**src/rtl/tag_pkg.sv**
```systemverilog
// timed write unlock guard: addresses, key values, field positions, reset values and timing counts
// assumes an 8-bit special function register space reached by one-cycle strobes
package tag_pkg;

    // register addresses in the special function space
    localparam logic [7:0] KEY_ADDR = 8'hc7;
    localparam logic [7:0] STATUS_ADDR = 8'hc6;
    localparam logic [7:0] CHIP_CFG_ADDR = 8'h9f;
    localparam logic [7:0] FLASH_TRIG_ADDR = 8'ha4;
    localparam logic [7:0] PWR_MON_ADDR = 8'hac;
    localparam logic [7:0] WDOG_ADDR = 8'haa;

    // guarded set, index 0 to 3
    localparam int PROT_COUNT = 4;
    localparam logic [3:0][7:0] PROT_ADDRS = {WDOG_ADDR, PWR_MON_ADDR, FLASH_TRIG_ADDR, CHIP_CFG_ADDR};

    // key values
    localparam logic [7:0] KEY_FIRST = 8'haa;
    localparam logic [7:0] KEY_SECOND = 8'h55;

    // reset values
    localparam logic [7:0] KEY_RESET = 8'h00;
    localparam logic [7:0] PROT_RESET = 8'h00;

    // status register fields
    localparam int STAT_OPEN_BIT = 0;
    localparam int STAT_ARMED_BIT = 1;
    localparam int STAT_REJECT_BIT = 2;

    // timing in machine cycles, and clocks per machine cycle
    localparam int UNLOCK_SPAN_MC = 3;
    localparam int MCYCLE_CLKS = 4;

    typedef struct packed {
        logic [7:0] addr;
        logic [7:0] wdata;
        logic wr;
        logic rd;
    } tag_sfr_req_t;

    typedef struct packed {
        logic [7:0] watchdog_ctrl;
        logic [7:0] power_monitor_ctrl;
        logic [7:0] flash_program_trigger;
        logic [7:0] chip_config_reg;
    } tag_prot_regs_t;

    typedef enum logic [1:0] {
        TAG_IDLE,
        TAG_ARMED,
        TAG_OPEN
    } tag_state_t;

endpackage

```
**src/rtl/tag_mcycle_timer.sv**
```systemverilog
// machine-cycle span timer: counts a fixed number of machine cycles after each start pulse
// assumes start is a one-cycle pulse from logic on the same clock
`timescale 1ns/1ps

module tag_mcycle_timer #(
    parameter int MC_CLKS = tag_pkg::MCYCLE_CLKS,
    parameter int SPAN_MC = tag_pkg::UNLOCK_SPAN_MC
) (
    // clock and reset
    input wire logic clock,
    input wire logic rst,
    // control
    input wire logic start,
    // status
    output logic active,
    output logic mc_tick
);

    localparam int CW = (MC_CLKS > 1) ? $clog2(MC_CLKS) : 1;
    localparam int MW = $clog2(SPAN_MC + 1);
    localparam logic [CW-1:0] CLK_LAST = CW'(MC_CLKS - 1);
    localparam logic [MW-1:0] SPAN_LOAD = MW'(SPAN_MC);

    logic [CW-1:0] clk_cnt_reg;
    logic [MW-1:0] mc_left_reg;

    // divider restarts with each start so the span is exact, not off by a partial machine cycle
    assign mc_tick = (clk_cnt_reg == CLK_LAST);
    assign active = (mc_left_reg != '0);

    always_ff @(posedge clock or posedge rst)
    begin
        if (rst)
        begin
            clk_cnt_reg <= '0;
            mc_left_reg <= '0;
        end
        else if (start)
        begin
            clk_cnt_reg <= '0;
            mc_left_reg <= SPAN_LOAD;
        end
        else
        begin
            clk_cnt_reg <= mc_tick ? '0 : clk_cnt_reg + CW'(1);
            if (mc_tick && active)
            begin
                mc_left_reg <= mc_left_reg - MW'(1);
            end
        end
    end

endmodule // tag_mcycle_timer

```
**src/rtl/tag_guard.sv**
```systemverilog
// timed write unlock guard: access key register, sequence tracking, guarded register storage
// assumes the processor core drives one-cycle read and write strobes on the same clock
`timescale 1ns/1ps

// Operation
// - Unlocking needs a write of AAH to the key register followed by a write of 55H to it, in that order only.
// - A write of AAH to the key register outside an open window starts a counter that watches for the 55H write.
// - The window opens only when the 55H write lands within three machine cycles of the AAH write.
// - A 55H write later than three machine cycles leaves the window closed so later guarded writes fail.
// - An opened window stays active three machine cycles and then closes by itself.
// - A guarded write takes effect only while the window is active, otherwise it is dropped.
// - Several guarded writes may succeed in one window and any after it closes are rejected.
// - Guarded registers read back at any time with no unlock needed.
// - The guarded set is the chip configuration, flash trigger, power monitor and watchdog registers at 9FH, A4H, ACH, AAH.
// - The key register is eight bits at C7H, resets to zero and gates access to the guarded set.
module tag_guard #(
    parameter int MC_CLKS = tag_pkg::MCYCLE_CLKS
) (
    // clock and reset
    input wire logic clock,
    input wire logic rst,
    // register port from the core
    input wire tag_pkg::tag_sfr_req_t sfr_req,
    output logic [7:0] sfr_rdata,
    // guarded register contents
    output tag_pkg::tag_prot_regs_t prot_regs,
    // one-cycle pulses per guarded register
    output logic [tag_pkg::PROT_COUNT-1:0] prot_wr_done,
    output logic [tag_pkg::PROT_COUNT-1:0] prot_wr_rejected,
    // guard state
    output logic window_open,
    output logic seq_armed
);

    tag_pkg::tag_state_t state_reg;
    tag_pkg::tag_state_t state_next;
    logic [7:0] key_reg;
    logic reject_reg;
    logic reject_next;
    logic [7:0] rdata_reg;
    logic [7:0] rdata_next;
    logic [7:0] prot_reg [tag_pkg::PROT_COUNT];
    logic [tag_pkg::PROT_COUNT-1:0] prot_hit;
    logic [tag_pkg::PROT_COUNT-1:0] prot_accept;
    logic [tag_pkg::PROT_COUNT-1:0] done_reg;
    logic [tag_pkg::PROT_COUNT-1:0] rej_reg;
    logic timer_start;
    logic timer_active;
    logic [7:0] status_val;
    logic [7:0] prot_rd_val;

    // address decode
    wire key_wr = sfr_req.wr && (sfr_req.addr == tag_pkg::KEY_ADDR);
    wire status_wr = sfr_req.wr && (sfr_req.addr == tag_pkg::STATUS_ADDR);
    wire key_first = key_wr && (sfr_req.wdata == tag_pkg::KEY_FIRST);
    wire key_second = key_wr && (sfr_req.wdata == tag_pkg::KEY_SECOND);
    wire in_open = (state_reg == tag_pkg::TAG_OPEN) && timer_active;
    wire in_armed = (state_reg == tag_pkg::TAG_ARMED) && timer_active;
    wire unlock_ok = in_armed && key_second;
    wire any_reject = |(prot_hit & ~prot_accept);
    wire reject_clr = status_wr && sfr_req.wdata[tag_pkg::STAT_REJECT_BIT];

    // one timer serves both the arming wait and the open window, as they never overlap
    assign timer_start = (key_first && !in_open) || unlock_ok;

    tag_mcycle_timer #(
        .MC_CLKS(MC_CLKS),
        .SPAN_MC(tag_pkg::UNLOCK_SPAN_MC)
    ) u_timer (
        .clock(clock),
        .rst(rst),
        .start(timer_start),
        .active(timer_active),
        .mc_tick()
    );

    // sequence state
    always_comb
    begin
        state_next = state_reg;
        case (state_reg)
            tag_pkg::TAG_IDLE:
            begin
                if (key_first)
                begin
                    state_next = tag_pkg::TAG_ARMED;
                end
            end
            tag_pkg::TAG_ARMED:
            begin
                if (unlock_ok)
                begin
                    state_next = tag_pkg::TAG_OPEN;
                end
                else if (key_first)
                begin
                    state_next = tag_pkg::TAG_ARMED;
                end
                else if (key_wr || !timer_active)
                begin
                    state_next = tag_pkg::TAG_IDLE;
                end
            end
            tag_pkg::TAG_OPEN:
            begin
                // a first key in the cycle the window has just closed must still arm
                if (!timer_active && key_first)
                begin
                    state_next = tag_pkg::TAG_ARMED;
                end
                else if (!timer_active)
                begin
                    state_next = tag_pkg::TAG_IDLE;
                end
            end
            default:
            begin
                state_next = tag_pkg::TAG_IDLE;
            end
        endcase
    end

    always_ff @(posedge clock or posedge rst)
    begin
        if (rst)
        begin
            state_reg <= tag_pkg::TAG_IDLE;
        end
        else
        begin
            state_reg <= state_next;
        end
    end

    // key register holds the last value written; it reads back like any register
    always_ff @(posedge clock or posedge rst)
    begin
        if (rst)
        begin
            key_reg <= tag_pkg::KEY_RESET;
        end
        else if (key_wr)
        begin
            key_reg <= sfr_req.wdata;
        end
    end

    // guarded registers, one per entry
    genvar gi;
    generate
        for (gi = 0; gi < tag_pkg::PROT_COUNT; gi++)
        begin : g_prot
            assign prot_hit[gi] = sfr_req.wr && (sfr_req.addr == tag_pkg::PROT_ADDRS[gi]);
            assign prot_accept[gi] = prot_hit[gi] && in_open;

            always_ff @(posedge clock or posedge rst)
            begin
                if (rst)
                begin
                    prot_reg[gi] <= tag_pkg::PROT_RESET;
                end
                else if (prot_accept[gi])
                begin
                    prot_reg[gi] <= sfr_req.wdata;
                end
            end
        end
    endgenerate

    always_ff @(posedge clock or posedge rst)
    begin
        if (rst)
        begin
            done_reg <= '0;
            rej_reg <= '0;
        end
        else
        begin
            done_reg <= prot_accept;
            rej_reg <= prot_hit & ~prot_accept;
        end
    end

    // sticky reject flag: a new reject in the clearing cycle keeps it set
    assign reject_next = any_reject || (reject_reg && !reject_clr);

    always_ff @(posedge clock or posedge rst)
    begin
        if (rst)
        begin
            reject_reg <= 1'b0;
        end
        else
        begin
            reject_reg <= reject_next;
        end
    end

    // read path: never guarded, answered one cycle after the strobe
    assign status_val = {5'h00, reject_reg, in_armed, in_open};

    always_comb
    begin
        prot_rd_val = 8'h00;
        for (int i = 0; i < tag_pkg::PROT_COUNT; i++)
        begin
            if (sfr_req.addr == tag_pkg::PROT_ADDRS[i])
            begin
                prot_rd_val = prot_reg[i];
            end
        end
    end

    always_comb
    begin
        rdata_next = 8'h00;
        if (sfr_req.rd)
        begin
            if (sfr_req.addr == tag_pkg::KEY_ADDR)
            begin
                rdata_next = key_reg;
            end
            else if (sfr_req.addr == tag_pkg::STATUS_ADDR)
            begin
                rdata_next = status_val;
            end
            else
            begin
                rdata_next = prot_rd_val;
            end
        end
    end

    always_ff @(posedge clock or posedge rst)
    begin
        if (rst)
        begin
            rdata_reg <= 8'h00;
        end
        else
        begin
            rdata_reg <= rdata_next;
        end
    end

    // outputs
    assign sfr_rdata = rdata_reg;
    assign prot_regs.chip_config_reg = prot_reg[0];
    assign prot_regs.flash_program_trigger = prot_reg[1];
    assign prot_regs.power_monitor_ctrl = prot_reg[2];
    assign prot_regs.watchdog_ctrl = prot_reg[3];
    assign prot_wr_done = done_reg;
    assign prot_wr_rejected = rej_reg;
    assign window_open = in_open;
    assign seq_armed = in_armed;

endmodule // tag_guard

```
**config.mk**
```make
export PLATFORM = sky130hd
export DESIGN_NAME = tag_guard
export DESIGN_NICKNAME = d
export VERILOG_FILES = /design/src/rtl/tag_pkg.sv /design/src/rtl/tag_mcycle_timer.sv /design/src/rtl/tag_guard.sv
export SDC_FILE = /design/constraint.sdc
export NUM_CORES = 1
export LEC_CHECK = 0
export ABC_CLOCK_PERIOD_IN_PS = 3980
export BUFFER_PORTS_ARGS = -buffer_cell sky130_fd_sc_hd__buf_4
export CORE_ASPECT_RATIO = 0.7
export CORE_MARGIN = 2
export CORE_UTILIZATION = 50
export DETAILED_ROUTE_END_ITERATION = 8
export PLACE_DENSITY = 0.75
export SLEW_MARGIN = 25
export SYNTH_ARGS = -nofsm -noshare
export SYNTH_HDL_FRONTEND = slang
export SYNTH_HIERARCHICAL = 1
export SYNTH_SLANG_ARGS = --single-unit
```
**constraint.sdc**
```tcl
create_clock -name clock -period 3.98 [get_ports clock]
set_input_delay 0.796 -clock clock [delete_from_list [all_inputs] [get_ports clock]]
set_output_delay 0.796 -clock clock [all_outputs]
set_load 0.1 [all_outputs]
```
==> results of run 1 <==
-- critical path, stage by stage (launching register included) --
cell	delay (ps)
dfrtp_1	360
inv_1	50
ha_1	220
inv_1	120
nand3b_1	220
inv_1	170
buf_4	310
-- report_power, final --
part / switching (mW) / leakage [nW] / internal [mW] / total (mW)
sequential: 0.0113 / 0.864 / 0.659 / 0.670
combinational: 0.0943 / 0.890 / 0.0490 / 0.143
clock: 0.246 / 0.0981 / 0.302 / 0.548
-- through the flow --
stage | util (%) | power (mW) | hold WS [ps] | instance area, um^2
global route | 65.1 | 1.43 | 334 | 3670
floorplan | - | 0.775 | 408 | 2880
global placement | 61.6 | 0.823 | 425 | 3470
finish | 65.1 | 1.36 | 335 | 3670
detailed placement | 61.6 | 0.827 | 440 | 3470
CTS | 65.1 | 1.37 | 331 | 3670
-- worst min path at each step --
stage                           start                      to  slack (ps)  depth (start not counted)
2_1_floorplan  u_timer/clk_cnt_reg[0]  u_timer/clk_cnt_reg[0]         410                          1
3_3_place_gp   u_timer/clk_cnt_reg[0]  u_timer/clk_cnt_reg[0]         420                          1
3_5_place_dp   u_timer/clk_cnt_reg[0]  u_timer/clk_cnt_reg[0]         440                          1
4_1_cts                           rst  u_timer/mc_left_reg[1]         330                          2
5_1_grt                           rst  u_timer/mc_left_reg[1]         330                          2
6_report                          rst  u_timer/mc_left_reg[1]         330                          2
-- cell usage in the layout (no fill, tap or decap), types with 2 or more instances in the layout --
cell type and instances:
buf_4 71, dfrtp_1 63, mux2_2 40, nand2_1 22, nor2_1 18, o21ai_0 16
clkbuf_8 10, inv_1 7, a31oi_1 6, a21oi_1 5, nor3_1 3, and4b_1 3
nor2_4 3, nand2b_1 3, nand3_1 3, or4_1 3, a22oi_1 3, a22o_1 3
a221oi_1 3, clkinv_2 3, nand3b_1 2, nand2_2 2, nor4b_1 2, nand4_1 2
and3_1 2, a211oi_1 2, nor2b_1 2, clkinvlp_4 2, and4bb_1 2, ha_1 2
-- cell families (layout without fill, tap and decap cells) --
family          count (synthesis)  after routing  share of synthesized area, %
simple gates                   82             82                          17.2
mux                            40             40                          15.6
fa+ha+maj                       2              2                         0.868
flops                          63             63                          54.7
buf+inv                        14             95                          2.39
compound gates                 42             42                          9.24
-- layout make-up --
type | instances | share of cell area [%]
sequential | 63 | 43.0
multi-input combinational | 166 | 33.8
timing repair buffer | 71 | 14.5
tap | 75 | 2.56
clock buffer | 10 | 3.75
clock inverter | 6 | 1.64
inverter | 8 | 0.818
-- routing by layer --
metal / wire length [um] / GRT usage (%) / share of wire, %
met5: 0 / 0 / 0
met4: 110 / 8.33 / 1.6
met3: 519 / 7.59 / 7.7
met2: 3120 / 34.7 / 46
met1: 3030 / 33.8 / 45
==> reports/qor.csv, run 1 <==
stage,metric,value,unit
cells_and_area,seqCellArea,1580,um^2
critical_path,worstSetupStartpoint,u_timer/mc_left_reg[0],
global_route,grt_pass1_wl,11100,um
route,dr_total_vias,2218,
critical_path,cp.required,3180,ps
clock_network,postCtsResizedCells,0,
cells_and_area,final_cells,399,
route,ant_nets,0,
route,drt-pass1-iter-count,4,
sta,rsz0062_at_grt,no,
yosys,yosysMostFrequentCell,dfrtp_1,
critical_path,end_kind,primary output,
clock_network,numCtsBuffers,9,
pwr,p_leak,1.85,nW
clock_network,root_buffer,clkbuf_8,
placed_design,dp.cells,383,
cells_and_area,fin_nets,341,
clock_network,cts_setup_buffers,0,
sta,fin_skew,11.9,ps
clock_network,cts_hold_buf,0,
yosys,seq_area_frac_synth,54.7,%
pwr,ir_drop,0.213,mV
global_route,grt_overflow_total,0,
critical_path,worst_setup_path_start_kind,flip-flop,
global_route,grtUsageTotal,23.8,%
sta,final_min_period_over_clock_period,65.4,%
sta,fin_crit,2600,ps
route,initialDrtViolationCount,147,
placed_design,dp_hpwl,5020,um
clock_network,clk_latency,350,ps
cells_and_area,largest_reg_flops,32,
yosys,netlist_top_cells_area,"dfrtp_1, mux2_2, nand2_1",
critical_path,crit_end,window_open,
pwr,p_per_area,371,nW/um^2
yosys,syn_avg_cell_area,11.9,um^2
yosys,synth_cell_types,43,
critical_path,r2r_slack,1800,ps
die,die_w,94.8,um
min_path,hold_class,primary input to async pin,
clock_network,h-tree-depth,3,
critical_path,rr_endpoint,prot_regs[5],
die,die_height,67.5,um
die,core,5640,um^2
critical_path,cp_data_arrival_time,1810,ps
cells_and_area,multi_input_area,1240,um^2
sta,worst_slew_pin_slew,851,ps
route,drc,0,
clock_network,clock_sinks,63,
die,rows,23,
sta,max-slew-margin-rel,42.8,%
yosys,ys.flop_type,dfrtp_1,
critical_path,path_max_fanout,6,
yosys,synthCells,243,
yosys,synth_common_cells,"dfrtp_1, mux2_2, nand2_1",
clock_network,cts_tree,done,
sta,maxSlewViolCount,0,
placed_design,portBuffers,69,
cells_and_area,fillers,479,
critical_path,critPathKind,flip-flop to primary output,
global_route,grt_max_degree,43,
sta,final.setup.tns,0,ps
yosys,synth_top_area_cell,dfrtp_1,
clock_network,clockBufferDepth,2,
critical_path,ff2ff_path_depth,8,
yosys,synth_edf_count,0,
yosys,yosys.area.top_type_share,54.7,%
cells_and_area,antenna_cells,0,
yosys,synth_area,2880,um^2
global_route,grt_pass1_vias,2150,
die,ios,70,
route,routed_wl,6780,um
die,dieArea,6400,um^2
placed_design,pre_cts_slack,1400,ps
yosys,synth-seq-cells,63,
route,vias_per_cell,5.56,
route,wl_per_cell,17.0,um
global_route,antenna_found_initial,0,
placed_design,gp_congestion,0.791,
job,maxCapViolCount,0,
cells_and_area,syn2layout_area_growth,27.2,%
yosys,async_flop_share,100,%
clock_network,clkSlewWorstSetupHoldPaths,70,ps
yosys,synth_nets,265,
die,initial_utilization,51.1,%
sta,layout_setup_ws,1380,ps
critical_path,regToRegStartpoint,u_timer/mc_left_reg[0],
sta,hold_violations,0,
sta,setup_violations,0,
outcome,status,"finished, final reports clean",
cells_and_area,drive_gt1_share,42.9,%
sta,fmax,384,MHz
yosys,yosys_warnings,6,
Note: power is estimated with default switching activity, not from simulation.
==> run 2, diff against run 1 <==
--- a/config.mk
+++ b/config.mk
@@ -5,11 +5,12 @@
 export SDC_FILE = /design/constraint.sdc
 export NUM_CORES = 1
 export LEC_CHECK = 0
-export ABC_CLOCK_PERIOD_IN_PS = 3980
+export ABC_AREA = 1
+export ABC_CLOCK_PERIOD_IN_PS = 2200
 export BUFFER_PORTS_ARGS = -buffer_cell sky130_fd_sc_hd__buf_4
 export CORE_ASPECT_RATIO = 0.7
 export CORE_MARGIN = 2
-export CORE_UTILIZATION = 50
+export CORE_UTILIZATION = 48
 export DETAILED_ROUTE_END_ITERATION = 8
 export PLACE_DENSITY = 0.75
 export SLEW_MARGIN = 25
==> constraint.sdc (replaced) <==
create_clock -name clock -period 2.2 [get_ports clock]
set_input_delay 0.44 -clock clock [delete_from_list [all_inputs] [get_ports clock]]
set_output_delay 0.44 -clock clock [all_outputs]
set_load 0.1 [all_outputs]
==> run 2 against run 1 <==
Final area up 6.2%. Combinational power rose to 3.2 times the previous value. Clock power up 100%. Worst hold slack better by 71 ps. Count of clock-buffer cells in the layout down 1. Wire length up 14%. Register-to-register slack worse by 1500 ps. Die area up 10%. Utilization down 2.4 points. Clock skew down 1.5 ps. Largest power group unchanged.
==> reports/qor.csv, run 2 <==
stage,metric,value,unit,change
die,dieArea,7050,um^2,+10%
global_route,grt_pass1_vias,2555,,+19%
clock_network,root_buffer,clkbuf_8,,
yosys,synth_cell_types,33,,-23%
die,rows,24,,+4.3%
sta,fmax,472,MHz,
yosys,yosysMostFrequentCell,nand2_1,,
sta,fin_crit,2120,ps,
yosys,synth-seq-cells,63,,unchanged
cells_and_area,final_common_cell,nand2_1,,
placed_design,gp_congestion,0.935,,+18%
route,ant_nets,0,,unchanged
route,vias_per_cell,5.40,,-2.9%
critical_path,r2r_slack,260,ps,-1540 ps
clock_network,clockBufferDepth,2,,unchanged
yosys,ys.flop_type,dfrtp_1,,
clock_network,clkSlewWorstSetupHoldPaths,70,ps,about the same
yosys,yosys.area.top_type_share,51.4,%,-3.3 points
cells_and_area,fin_nets,447,,+31%
yosys,seq_area_frac_synth,51.4,%,-3.3 points
global_route,antenna_found_initial,0,,unchanged
critical_path,end_kind,primary output,,
critical_path,worst_setup_path_start_kind,flip-flop,,
critical_path,cp_data_arrival_time,1680,ps,-130 ps
sta,hold_violations,0,,unchanged
pwr,finalPower,2.81,mW,+110%
cells_and_area,final_cell_mix,"nand2_1, buf_4, dfrtp_1",,
die,initial_utilization,49.3,%,-1.8 points
clock_network,h-tree-depth,3,,unchanged
route,drt-pass1-iter-count,5,,+1
sta,final.setup.tns,0,ps,unchanged
pwr,p_per_area,721,nW/um^2,+94%
cells_and_area,largest_reg_flops,32,,unchanged
clock_network,cts_tree,done,,
clock_network,cts_setup_buffers,0,,unchanged
clock_network,clock_sinks,63,,unchanged
global_route,grt_pass1_wl,12800,um,+16%
global_route,grt_max_degree,35,,-19%
placed_design,portBuffers,69,,unchanged
yosys,netlist_top_cells_area,"dfrtp_1, nand2_1, o21ai_1",,
yosys,syn_avg_cell_area,8.79,um^2,-26%
die,die_height,70.9,um,+4.9%
placed_design,dpl_cell_area,3660,um^2,+5.5%
job,maxCapViolCount,0,,unchanged
placed_design,dp.cells,491,,+28%
cells_and_area,fin_area,3900,um^2,+6.2%
cells_and_area,drive_gt1_share,29.1,%,-14 points
route,wl_per_cell,15.2,um,-11%
critical_path,crit_end,window_open,,
yosys,synth_edf_count,0,,unchanged
sta,fin_skew,10.3,ps,-1.50 ps
cells_and_area,syn2layout_area_growth,27.1,%,
sta,rsz0062_at_grt,no,,
global_route,grtUsageTotal,23.5,%,-0.33 points
critical_path,rr_endpoint,prot_regs[6],,
critical_path,ff2ff_path_depth,9,,+1
sta,setup_violations,0,,unchanged
critical_path,path_max_fanout,5,,-1
sta,maxSlewViolCount,0,,unchanged
die,die_w,99.5,um,+5.0%
route,drc,0,,unchanged
route,dr_total_vias,2741,,+24%
sta,max-slew-margin-rel,62.0,%,+19 points
yosys,synth_top_area_cell,dfrtp_1,,
outcome,status,"finished, final reports clean",,
yosys,synth_area,3070,um^2,+6.3%
cells_and_area,final_cells,508,,+27%
clock_network,numCtsBuffers,9,,unchanged
sta,worst_slew_pin_slew,569,ps,-282 ps
die,ios,70,,unchanged
cells_and_area,antenna_cells,0,,unchanged
placed_design,dp_hpwl,5740,um,+15%
route,initialDrtViolationCount,222,,+51%
clock_network,clk_latency,350,ps,about the same
route,routed_wl,7720,um,+14%
sta,layout_setup_ws,81.5,ps,-1300 ps
critical_path,worstSetupStartpoint,u_timer/mc_left_reg[0],,
pwr,p_leak,2.01,nW,+8.7%
placed_design,pre_cts_slack,329,ps,-1070 ps
critical_path,regToRegStartpoint,u_timer/mc_left_reg[0],,
yosys,synthCells,349,,+44%
critical_path,critPathKind,flip-flop to primary output,,
global_route,grt_overflow_total,0,,unchanged
yosys,async_flop_share,100,%,unchanged
min_path,hold_class,primary input to flip-flop,,
yosys,synth_common_cells,"nand2_1, dfrtp_1, inv_1, o21ai_1, nand3_1",,
yosys,synth_nets,371,,+40%
pwr,ir_drop,0.368,mV,+73%
sta,final_min_period_over_clock_period,96.3,%,
yosys,yosys_warnings,6,,unchanged
die,core,6220,um^2,+10%
critical_path,cp.required,1760,ps,-1420 ps
[run 2: cell types whose count changed in the layout (fill, tap and decap cells not counted), moves of 5 or more]
cell,change
mux2_2,-40
nand4_1,+14
inv_2,+5
nand2_1,+64
o21ai_0,-11
nand3_1,+22
a31oi_1,-6
inv_1,+29
o21ai_1,+37
[run 2: logic make-up after synthesis]
| kind of cell | after synthesis | share of synthesized area, % |
|---|---|---|
| simple gates | 176 | 30.6 |
| flops | 63 | 51.4 |
| compound gates | 56 | 9.71 |
| buf+inv | 52 | 7.51 |
| fa+ha+maj | 2 | 0.816 |
[run 2: power by group]
part	switching [mW]	total (mW)	internal (mW)
sequential	0.0354	1.24	1.20
combinational	0.329	0.452	0.123
clock	0.481	1.12	0.638
total	0.846	2.81	1.96
[run 2: layout make-up]
| type | count | area [um^2] |
|---|---|---|
| Clock buffer | 9 | 124 |
| Clock inverter | 7 | 96.3 |
| Multi-Input combinational cell | 234 | 1270 |
| Inverter | 44 | 169 |
| Sequential cell | 63 | 1580 |
| Fill cell | 548 | 2320 |
| Timing Repair Buffer | 73 | 567 |
| Tap cell | 78 | 97.6 |
[run 2: per-stage QoR]
| stage | util [%] | hold slack, ps |
|---|---|---|
| 6_report | 62.7 | 406 |
| 3_3_place_gp | 58.9 | 349 |
| 5_1_grt | 62.7 | 384 |
| 2_1_floorplan | - | 206 |
| 4_1_cts | 62.6 | 380 |
| 3_5_place_dp | 58.9 | 347 |
[run 2: how the worst min path moves through the flow]
stage	start	endpoint	slack [ps]	cells after the start
after floorplan	rst	u_timer/clk_cnt_reg[0]	210	1
after global placement	rst	u_timer/clk_cnt_reg[1]	350	2
after detailed placement	rst	u_timer/clk_cnt_reg[1]	350	2
after CTS	sfr_req[0]	sfr_rdata[1]	380	3
after global routing	sfr_req[0]	sfr_rdata[1]	380	3
final	sfr_req[0]	sfr_rdata[1]	410	3
[run 2: critical path: stages, from the launching register on]
cell and delay, ps:
dfrtp_1 360, inv_1 70, ha_1 200, inv_2 90, inv_2 70, nor3_4 270, buf_6 270
[run 2: layer usage]
| metal | vias to the layer above | GRT usage, % | share of wire (%) |
|---|---|---|---|
| li1 | 1306 | - | - |
| met3 | 8 | 7.91 | 6.6 |
| met1 | 1325 | 33.8 | 48 |
| met5 | - | 0 | 0 |
| met4 | 0 | 4.57 | 0.71 |
| met2 | 102 | 35.2 | 45 |
[run 2: what timing repair did]
item                                   in CTS  in global routing
gates resized for setup                     0                  1
hold buffers                                1                  0
endpoints found under the hold margin       4                  0
setup endpoints to repair                   0                  1
